==> src/shared/ifcd_pkg.sv <==
// Constants and types for the input function configuration decoder
package ifcd_pkg;
   localparam int CFG_W         = 16;
   localparam int MODE_BIT      = 15;
   localparam int ENC_BIT       = 10;
   localparam int RSV_HI        = 9;
   localparam int RSV_LO        = 6;
   localparam int IN2_HI        = 5;
   localparam int IN2_LO        = 3;
   localparam int IN1_HI        = 2;
   localparam int IN1_LO        = 0;
   localparam int FN_W          = 3;
   localparam int ENC_W         = 32;
   localparam logic [CFG_W-1:0] CFG_RESET = 16'h0000;

   typedef enum logic [FN_W-1:0] {
      IFCD_FN_GP    = 3'h0,
      IFCD_FN_CW    = 3'h1,
      IFCD_FN_CCW   = 3'h2,
      IFCD_FN_START = 3'h3,
      IFCD_FN_STOP  = 3'h4,
      IFCD_FN_ESTOP = 3'h5,
      IFCD_FN_HOME  = 3'h6,
      IFCD_FN_RSV   = 3'h7
   } ifcd_fn_e;
endpackage

==> src/core/ifcd_input_fn.sv <==
// Per-input function decoder with edge detection and capture
`timescale 1ns/10ps
module ifcd_input_fn
   import ifcd_pkg::*;
(
   input  wire logic             clock,
   input  wire logic             rst_n,
   input  wire logic [FN_W-1:0]  func,
   input  wire logic             enc_en,
   input  wire logic             active,
   input  wire logic             jog_running,
   output logic                  cw_limit_q,
   output logic                  ccw_limit_q,
   output logic                  home_q,
   output logic                  start_q,
   output logic                  stop_q,
   output logic                  estop_q,
   output logic                  capture_q,
   output logic                  gp_state_q
);
   logic act_q;
   logic rise;
   logic edge_any;

   always_ff @(posedge clock or negedge rst_n) begin
      if (!rst_n) act_q <= 1'b0;
      else        act_q <= active;
   end

   assign rise     = active & ~act_q;
   assign edge_any = active ^ act_q;

   always_ff @(posedge clock or negedge rst_n) begin
      if (!rst_n) begin
         cw_limit_q  <= 1'b0;
         ccw_limit_q <= 1'b0;
         home_q      <= 1'b0;
         gp_state_q  <= 1'b0;
      end else begin
         gp_state_q  <= active;                               // RULE5
         cw_limit_q  <= (func == IFCD_FN_CW) & active;        // RULE6
         ccw_limit_q <= (func == IFCD_FN_CCW) & active;       // RULE7
         home_q      <= (func == IFCD_FN_HOME) & active;      // RULE14
      end
   end

   always_ff @(posedge clock or negedge rst_n) begin
      if (!rst_n) begin
         start_q   <= 1'b0;
         stop_q    <= 1'b0;
         estop_q   <= 1'b0;
         capture_q <= 1'b0;
      end else begin
         start_q   <= (func == IFCD_FN_START) & rise;         // RULE8 RULE10
         stop_q    <= (func == IFCD_FN_STOP) & rise
                      & jog_running;                          // RULE11
         estop_q   <= (func == IFCD_FN_ESTOP) & rise;         // RULE13
         capture_q <= enc_en & (((func == IFCD_FN_START) & edge_any) // RULE9
                    | ((func == IFCD_FN_STOP) & rise
                       & jog_running));                       // RULE12
      end
   end
endmodule

==> src/core/ifcd_top.sv <==
// Configuration word 0 decode for the two discrete input functions
//
// Behaviour
// RULE1: bit 10 enables built-in encoder
// RULE2: host writes zero to bits 9-6
// RULE3: bits 5-3 select input 2 function
// RULE4: bits 2-0 select input 1 function
// RULE5: code 000 only reports input state
// RULE6: code 001 is clockwise limit
// RULE7: code 010 is counter-clockwise limit
// RULE8: code 011 starts held indexed move
// RULE9: code 011 with encoder captures every edge
// RULE10: rising edge launches pending indexed move
// RULE11: code 100 stops jog or registration
// RULE12: code 100 with encoder captures at stop
// RULE13: code 101 is emergency stop on edge
// RULE14: code 110 is home sensor
// RULE15: code 111 is reserved, host avoids
// RULE16: host programs encoder resolution with encoder
// RULE17: bit 15 selects configuration or command mode
// RULE18: same function on both inputs invalid; the code accepts code 000 on both
// RULE19: reserved function code rejected
// RULE20: invalid config stays command, flags error
`timescale 1ns/10ps
module ifcd_top
   import ifcd_pkg::*;
(
   input  wire logic              clock,
   input  wire logic              rst_n,
   input  wire logic [CFG_W-1:0]  cfg_word,
   input  wire logic              cfg_write,
   input  wire logic              in1_active,
   input  wire logic              in2_active,
   input  wire logic              move_pending,
   input  wire logic              jog_running,
   input  wire logic [ENC_W-1:0]  enc_position,
   output logic                   config_mode_q,
   output logic                   config_error_q,
   output logic [CFG_W-1:0]       cfg_mirror_q,
   output logic                   enc_enable_q,
   output logic                   cw_limit_q,
   output logic                   ccw_limit_q,
   output logic                   home_q,
   output logic                   start_move_q,
   output logic                   ctrl_stop_q,
   output logic                   estop_q,
   output logic [ENC_W-1:0]       enc_capture_q,
   output logic                   enc_capture_valid_q,
   output logic                   in1_state_q,
   output logic                   in2_state_q
);
   ////////////////////////////////////////////////////////////////////////
   // Field pickers shared by the validity check and the decoders
   function automatic logic [FN_W-1:0] in1_fn(input logic [CFG_W-1:0] w);
      in1_fn = w[IN1_HI:IN1_LO];                              // RULE4
   endfunction

   function automatic logic [FN_W-1:0] in2_fn(input logic [CFG_W-1:0] w);
      in2_fn = w[IN2_HI:IN2_LO];                              // RULE3
   endfunction

   function automatic logic cfg_valid(input logic [CFG_W-1:0] w);
      logic [FN_W-1:0] f1;
      logic [FN_W-1:0] f2;
      f1 = in1_fn(w);
      f2 = in2_fn(w);
      cfg_valid = (w[RSV_HI:RSV_LO] == '0)                    // RULE2
                & (f1 != IFCD_FN_RSV) & (f2 != IFCD_FN_RSV)   // RULE19
                & ((f1 != f2) | (f1 == IFCD_FN_GP));          // RULE18
   endfunction

   // Only configuration-mode words are checked and stored
   logic [CFG_W-1:0] cfg_q;
   logic [FN_W-1:0]  fn1;
   logic [FN_W-1:0]  fn2;
   logic             wr_ok;
   logic             cfg_take;

   assign wr_ok    = cfg_valid(cfg_word);
   assign cfg_take = cfg_write & cfg_word[MODE_BIT];          // RULE17
   assign fn1      = in1_fn(cfg_q);
   assign fn2      = in2_fn(cfg_q);

   ////////////////////////////////////////////////////////////////////////
   // Rejected words leave the last good decode in force
   always_ff @(posedge clock or negedge rst_n) begin
      if (!rst_n) begin
         cfg_q <= CFG_RESET;
      end else if (cfg_take & wr_ok) begin
         cfg_q <= cfg_word;                                   // RULE20
      end
   end

   always_ff @(posedge clock or negedge rst_n) begin
      if (!rst_n) begin
         cfg_mirror_q <= CFG_RESET;
      end else if (cfg_take & wr_ok) begin
         cfg_mirror_q <= cfg_word;                            // RULE20
      end
   end

   // A command-mode word always drops back to command mode
   always_ff @(posedge clock or negedge rst_n) begin
      if (!rst_n) begin
         config_mode_q <= 1'b0;
      end else if (cfg_write) begin
         config_mode_q <= cfg_take & wr_ok;                   // RULE17 RULE20
      end
   end

   // Error moves only on configuration-mode writes
   always_ff @(posedge clock or negedge rst_n) begin
      if (!rst_n) begin
         config_error_q <= 1'b0;
      end else if (cfg_take) begin
         config_error_q <= ~wr_ok;                            // RULE20
      end
   end

   // Encoder enable follows the stored word, one clock behind
   always_ff @(posedge clock or negedge rst_n) begin
      if (!rst_n) enc_enable_q <= 1'b0;
      else        enc_enable_q <= cfg_q[ENC_BIT];             // RULE1
   end

   ////////////////////////////////////////////////////////////////////////
   // Both inputs feed one set of function outputs, each keeps its own state output; equal codes other than 000 are refused
   logic cw1;
   logic ccw1;
   logic hm1;
   logic st1;
   logic sp1;
   logic es1;
   logic cp1;

   logic cw2;
   logic ccw2;
   logic hm2;
   logic st2;
   logic sp2;
   logic es2;
   logic cp2;

   ifcd_input_fn u_in1 (
      .clock       (clock),
      .rst_n       (rst_n),
      .func        (fn1),                                     // RULE4
      .enc_en      (cfg_q[ENC_BIT]),
      .active      (in1_active),
      .jog_running (jog_running),
      .cw_limit_q  (cw1),
      .ccw_limit_q (ccw1),
      .home_q      (hm1),
      .start_q     (st1),
      .stop_q      (sp1),
      .estop_q     (es1),
      .capture_q   (cp1),
      .gp_state_q  (in1_state_q)
   );

   ifcd_input_fn u_in2 (
      .clock       (clock),
      .rst_n       (rst_n),
      .func        (fn2),                                     // RULE3
      .enc_en      (cfg_q[ENC_BIT]),
      .active      (in2_active),
      .jog_running (jog_running),
      .cw_limit_q  (cw2),
      .ccw_limit_q (ccw2),
      .home_q      (hm2),
      .start_q     (st2),
      .stop_q      (sp2),
      .estop_q     (es2),
      .capture_q   (cp2),
      .gp_state_q  (in2_state_q)
   );

   ////////////////////////////////////////////////////////////////////////
   // Outputs lag the pins by two clocks; acceptable for mechanical switches
   always_ff @(posedge clock or negedge rst_n) begin
      if (!rst_n) cw_limit_q <= 1'b0;
      else        cw_limit_q <= cw1 | cw2;                    // RULE6
   end

   always_ff @(posedge clock or negedge rst_n) begin
      if (!rst_n) ccw_limit_q <= 1'b0;
      else        ccw_limit_q <= ccw1 | ccw2;                 // RULE7
   end

   always_ff @(posedge clock or negedge rst_n) begin
      if (!rst_n) home_q <= 1'b0;
      else        home_q <= hm1 | hm2;                        // RULE14
   end

   // A start with no move waiting is dropped, not held
   always_ff @(posedge clock or negedge rst_n) begin
      if (!rst_n) start_move_q <= 1'b0;
      else        start_move_q <= (st1 | st2) & move_pending; // RULE10
   end

   always_ff @(posedge clock or negedge rst_n) begin
      if (!rst_n) ctrl_stop_q <= 1'b0;
      else        ctrl_stop_q <= sp1 | sp2;                   // RULE11
   end

   always_ff @(posedge clock or negedge rst_n) begin
      if (!rst_n) estop_q <= 1'b0;
      else        estop_q <= es1 | es2;                       // RULE13
   end

   // Position sampled two clocks after the pin edge, with the valid flag
   always_ff @(posedge clock or negedge rst_n) begin
      if (!rst_n) enc_capture_valid_q <= 1'b0;
      else        enc_capture_valid_q <= cp1 | cp2;           // RULE9 RULE12
   end

   always_ff @(posedge clock or negedge rst_n) begin
      if (!rst_n) begin
         enc_capture_q <= '0;
      end else if (cp1 | cp2) begin
         enc_capture_q <= enc_position;                       // RULE9 RULE12
      end
   end
endmodule

==> config.mk <==
export PLATFORM = sky130hd
export DESIGN_NAME = ifcd_top
export DESIGN_NICKNAME = d
export VERILOG_FILES = /design/src/shared/ifcd_pkg.sv /design/src/core/ifcd_input_fn.sv /design/src/core/ifcd_top.sv
export SDC_FILE = /design/constraint.sdc
export NUM_CORES = 1
export LEC_CHECK = 0
export BUFFER_PORTS_ARGS = -buffer_cell sky130_fd_sc_hd__buf_2
export CAP_MARGIN = 5
export CORE_MARGIN = 4
export CORE_UTILIZATION = 51
export DETAILED_ROUTE_END_ITERATION = 12
export PLACE_DENSITY = 0.81
export SLEW_MARGIN = 20
export SYNTH_ARGS = -nofsm -noshare
export SYNTH_HDL_FRONTEND = slang
export SYNTH_SLANG_ARGS = --single-unit
==> constraint.sdc <==
create_clock -name clock -period 2.87 [get_ports clock]
set_input_delay 0.1435 -clock clock [delete_from_list [all_inputs] [get_ports clock]]
set_output_delay 0.1435 -clock clock [all_outputs]
set_load 0.02 [all_outputs]
# Word level (Yosys, flattened, before mapping)
# Cells that the tools add are included.
[op_classes]
n_addsub = 0
multipliers = 0
n_div = 0
magnitude_cmp = 0
n_eq_ne = 15
shift = 0
muxes = 0
bitwise = 41
reduce_logical = 2
[ops]
columns = ["cell", "count"]
rows = [
  ["AND 1 bit", 26],
  ["equality test 3 bit, second input constant", 6],
  ["equality test 3 x 2 -> 1 bit, second input constant", 4],
  ["OR 1 bit", 10],
  ["equality test 3 x 1 -> 1 bit, second input constant", 2],
  ["inequality test 3 bit, second input constant", 2],
  ["logical NOT 4 bit", 1],
  ["logical NOT 3 bit", 1],
  ["inequality test 3 bit", 1],
  ["inverter 1 bit", 3],
  ["bitwise XOR 1 bit", 2],
]
[totals]
ff_bits = 74
latch_bits = 0
mem_bits_rw = 0
rom_bits = 0
inputBits = 55
out_inout_bits = 60
elab_cells = 86
n_memories = 0

# Depth between registers and ports, before layout
[logic_depth]
ltp_word = 6
mapped_depth = 5
depth_no_buf = 5

# By module
# Synthesis repeated with hierarchy kept, for this count alone.
[unflattened]
cells_unflattened = 179
hier_area_um2 = 2797.7
[modules_own_cells]
columns = ["module", "n_inst", "cells_each", "area_per_inst_um2", "seq_area_each_um2"]
rows = [
  ["ifcd_top", 1, 133, 2174.6, 1451.4],
  ["ifcd_input_fn", 2, 23, 311.5, 200.2],
]

# Worst setup path after synthesis
# OpenSTA, ideal clock, no wires.
[synth_timing]
path_type = "input to register"
startpoint = "input port cfg_word[9]"
endpoint = "register cfg_mirror_q[0]"
setup_time_ns = 0.125
t_arrival_ns = 1.239
t_required_ns = 2.745
path_slack_ns = 1.506
stages = 5
path_buffers = 1
path_cell_list = "nor4_1 nand4_1 nor2_4 buf_6 mux2_4"
[synth_via]
elab_chain_cells = 5
[synth_rtl]
columns = ["element", "line", "text"]
rows = [
  ["start: declaration", "ifcd_top.sv:30", "input wire logic [CFG_W-1:0] cfg_word,"],
  ["logical NOT 4 bit", "ifcd_top.sv:67", "cfg_valid = (w[RSV_HI:RSV_LO] == '0)"],
  ["AND 1 bit (2 in a row)", "ifcd_top.sv:68", "& (f1 != IFCD_FN_RSV) & (f2 != IFCD_FN_RSV)"],
  ["AND 1 bit", "ifcd_top.sv:69", "& ((f1 != f2) | (f1 == IFCD_FN_GP));"],
  ["AND 1 bit", "ifcd_top.sv:97", "end else if (cfg_take & wr_ok) begin"],
  ["end signal: assignment", "ifcd_top.sv:98", "cfg_mirror_q <= cfg_word;"],
  ["end: declaration", "ifcd_top.sv:39", "output logic [CFG_W-1:0] cfg_mirror_q,"],
]
# No other way between the ends.
# A chain may end at the register's enable or synchronous reset.

# Worst setup path in the final report
[layout_timing]
startpoint = "input port cfg_write"
endpoint = "register cfg_mirror_q[3]"
[layout_via]
elab_chain_cells = 2
[layout_rtl]
columns = ["element", "line", "text"]
rows = [
  ["start: declaration", "ifcd_top.sv:31", "input wire logic cfg_write,"],
  ["AND 1 bit", "ifcd_top.sv:80", "assign cfg_take = cfg_write & cfg_word[MODE_BIT];"],
  ["AND 1 bit", "ifcd_top.sv:97", ""],
]
# No other way between the ends.

==> summary.md <==
The flow ran to the end, and the final reports show no timing, DRC or antenna violations. The utilization of the core after routing is 71.8%. After floorplanning, the core was sized to cover 5170 sq um. The root buffer cell chosen for the clock tree is sky130_fd_sc_hd__clkbuf_8. Traced cell by cell, the critical path runs through dlygate4sd3_1 -> buf_2 -> and2_0 -> nand4_1 -> nor2_4 -> mux2_2.

The max-slew violation count was 0; the share of layout cells above drive strength 1 was 61.1%. The logic depth of the worst register-to-register path was 3. Dividing total power by cell area gives a power density of 695 nW/um^2. At the end of the flow, the number of nets in the layout was 358.

After synthesis, the largest family of logic cells by area is multiplexers. After routing, the total negative slack on setup checks comes to 0 ns. Setup repair after global routing left no endpoint under its margin. Growth of design area from synthesis to finish: 34.2%. Summing the sequential cell areas from Yosys gives 66.9% of the chip area.

Among all stages on the critical path, the largest delay is contributed by sky130_fd_sc_hd__dlygate4sd3_1. The tools report the arrival time at the worst endpoint as 1.87 ns. Entering global routing, the biggest net connects 75 pins. 0 antenna diodes ended up in the layout.

Basic-gate share of the synthesized area counting and, or, nand and nor cells: 10.4%. The clock edge transition at the registers on the reported setup and hold paths was 0.08 ns. The critical setup path kind is in2reg.

The worst path required time is 3.09 ns, and the summed area of non-filler cells in the final layout is 3720 sq um. The worst setup path is launched from an input port. The floorplan step defined a die boundary enclosing 6670 sq um. The number of DRC violations after detailed-routing iteration 0 came out at 69. The largest registers in the layout are enc_capture_q x32, cfg_mirror_q x16. The worst path uses 57.7% of the clock period. Yosys mapped the design onto 31 distinct sky130hd cell types. The run gives 0 as the number of max-cap violations.

The post-synthesis compound-gate area fraction was 1.04%. After detailed placement, the total cell area comes to 3410 sq um. In this run the tightest slew margin relative to its limit is 41.0%. Measured slew at the worst slew-check pin: 0.885 ns. The kind of cell adding the most delay to the critical path is simple AND/OR/NAND/NOR gates. The count of cell instances traversed by the critical path is 6.

The routed design has 5280 um of wire. The library cells used most frequently in the layout, excluding fill and tap cells, are sky130_fd_sc_hd__buf_2 (114), sky130_fd_sc_hd__dfrtp_1 (74), sky130_fd_sc_hd__mux2_2 (39), sky130_fd_sc_hd__clkbuf_8 (10), sky130_fd_sc_hd__or2_2 (5). Number of H-tree levels: 3. The netlist area before placement was 2770 sq um; the detailed placer's ending HPWL was 3810 um. The multiplexer share of the synthesized area works out to 18.0%. The pre-antenna-repair detailed-routing pass consisted of 4 iterations. The detail route stage leaves a number of antenna-violating nets equal to 0. After layout, the minimum clock period comes to 1.65 ns. The tools report the number of antenna violations at the first check in global routing as 0.

The logs give 0.000562 V for the maximum ir drop on the vdd rail and 0 for the post-CTS setup-driven buffer insertion count. In this run, post-CTS hold repair placed 3 buffers. For the number of vias after detailed routing, the log shows 1819.

115 I/O pins were placed. For this configuration, the core starts out at a cell density of 53.5%. In this run the static leakage power is 0.00195 uW. The register with the most flip-flops in the layout has 32 of them.

The clock passes through at most 2 buffers. The worst register-to-register path has a setup slack of 1.51 ns. The number of hold violations in the final report is 0, and the height of the die is 81.7 um. Together, buffers and inverters on the worst path number 2. The per-cell via count in the routed design is 4.84, and the total overflow reported by the global router is 0. After synthesis the netlist holds a flip-flop and latch count of 74. A synthesized cell averages 15.7 sq um. TritonCTS built the clock tree. Most common library cell in the layout ignoring fill and taps: sky130_fd_sc_hd__buf_2. Floorplan die width: 81.7 um. The tools report the net count after synthesis as 233. For this run, the slowest stage of the critical path takes 0.52 ns. During placement, the flow inserted port buffers numbering 114. The logs give 0.750 for the weighted congestion reported at the end of routability-driven placement and 0.00566 ns for the final clock skew. For this design, the sink count on the clock tree is 74.

For this run, design rule violations remaining after detail routing come to 0. The tools report the number of warnings reported in the yosys synthesis log as 0. The average routed wire per standard cell is 14.0 um, and the cell count after synthesis is 176. The first global-routing pass estimated 8330 um of wire. Along the worst path, the maximum fanout reaches 17.

After floorplanning, the core was divided into 26 placement rows. Setup violations remaining at the end of the flow were counted as 0. Post-CTS repair changed the size of 0 cells. For the global-route usage over all layers, the log shows 16.6%. Ranked by flip-flop count, first place goes to enc_capture_q.

For this run, the top clock speed supported by timing is 604 MHz. The worst hold path belongs to the class in2async. The fraction of synthesized cell area in xor and xnor cells was 0.949%; the total clock buffers created by CTS was 9.

The synthesized-area fraction occupied by adder cells is 0.904%, and the later-pin clock latency in the skew report is 0.33 ns. STA classifies the critical path endpoint as a flip-flop. The tools report the via count of the first global-routing pass as 1795.
[report_power, final]
group          internal (uW)  switching, uW  total [uW]
Clock                    692            373        1070
Combinational            156            186         342
Sequential              1120           57.8        1170
Total                   1970            617        2580
[per-stage QoR]
stage	hold WS, ns	instances	power, uW	setup WS, ns
2_1_floorplan	-0.152	176	1380	1.51
3_3_place_gp	0.300	357	1530	1.27
3_5_place_dp	0.308	357	1540	1.22
4_1_cts	0.0162	376	2610	1.22
5_1_grt	0.0185	376	2700	1.15
6_report	0.00938	376	2580	1.22
[routing by layer]
metal | share of wire (%) | GRT usage (%) | wire [um] | vias up
li1 | - | - | - | 860
met1 | 42 | 21.1 | 2200 | 851
met2 | 45 | 26.2 | 2370 | 99
met3 | 12 | 5.26 | 622 | 9
met4 | 1.7 | 7.31 | 88 | 0
met5 | 0 | 0 | 0 | -
[synth_stat cells (all sizes together)]
| cell | instances | share of area, % |
|---|---|---|
| and2 | 1 | 0.23 |
| and2b | 4 | 1.3 |
| and3 | 1 | 0.23 |
| and3b | 1 | 0.32 |
| and4b | 2 | 0.72 |
| buf | 5 | 1.2 |
| dfrtp | 74 | 67 |
| ha | 2 | 0.90 |
| inv | 4 | 0.54 |
| mux2 | 43 | 18 |
| nand2 | 4 | 0.54 |
| nand2b | 1 | 0.23 |
| nand3 | 2 | 0.36 |
| nand4 | 1 | 0.23 |
| nor2 | 6 | 1.1 |
| nor2b | 1 | 0.23 |
| nor3 | 2 | 0.36 |
| nor3b | 2 | 0.54 |
| nor4 | 2 | 0.99 |
| nor4b | 1 | 0.32 |
| nor4bb | 4 | 1.4 |
| o21a | 3 | 0.81 |
| o22ai | 1 | 0.23 |
| or2 | 6 | 1.4 |
| xor2 | 3 | 0.95 |
[path summary, 6_finish.rpt]
path / end / from
worst max register to register: enc_capture_q[4] / u_in2.capture_q
min in group clock: start_move_q / move_pending
worst min-delay path: enc_capture_q[17] / rst_n
worst max-delay path: cfg_mirror_q[3] / cfg_write
worst min register to register: ctrl_stop_q / u_in2.stop_q
max in group asynchronous: cfg_mirror_q[7] / rst_n
[layout make-up]
class	count	area, sq um
clock buffers	10	138
clock inverters	6	138
fillers	363	1460
inverters	4	15.0
multi-input cells	93	871
flip-flops and latches	74	1850
well taps	70	87.6
repair buffers	119	616
[cell families after synthesis]
| family | Yosys count |
|---|---|
| compound gates | 4 |
| fa+ha+maj | 2 |
| mux | 43 |
| flops | 74 |
| xor+xnor | 3 |
| buf+inv | 9 |
| simple gates | 41 |
(Power assumes the default switching activity.)
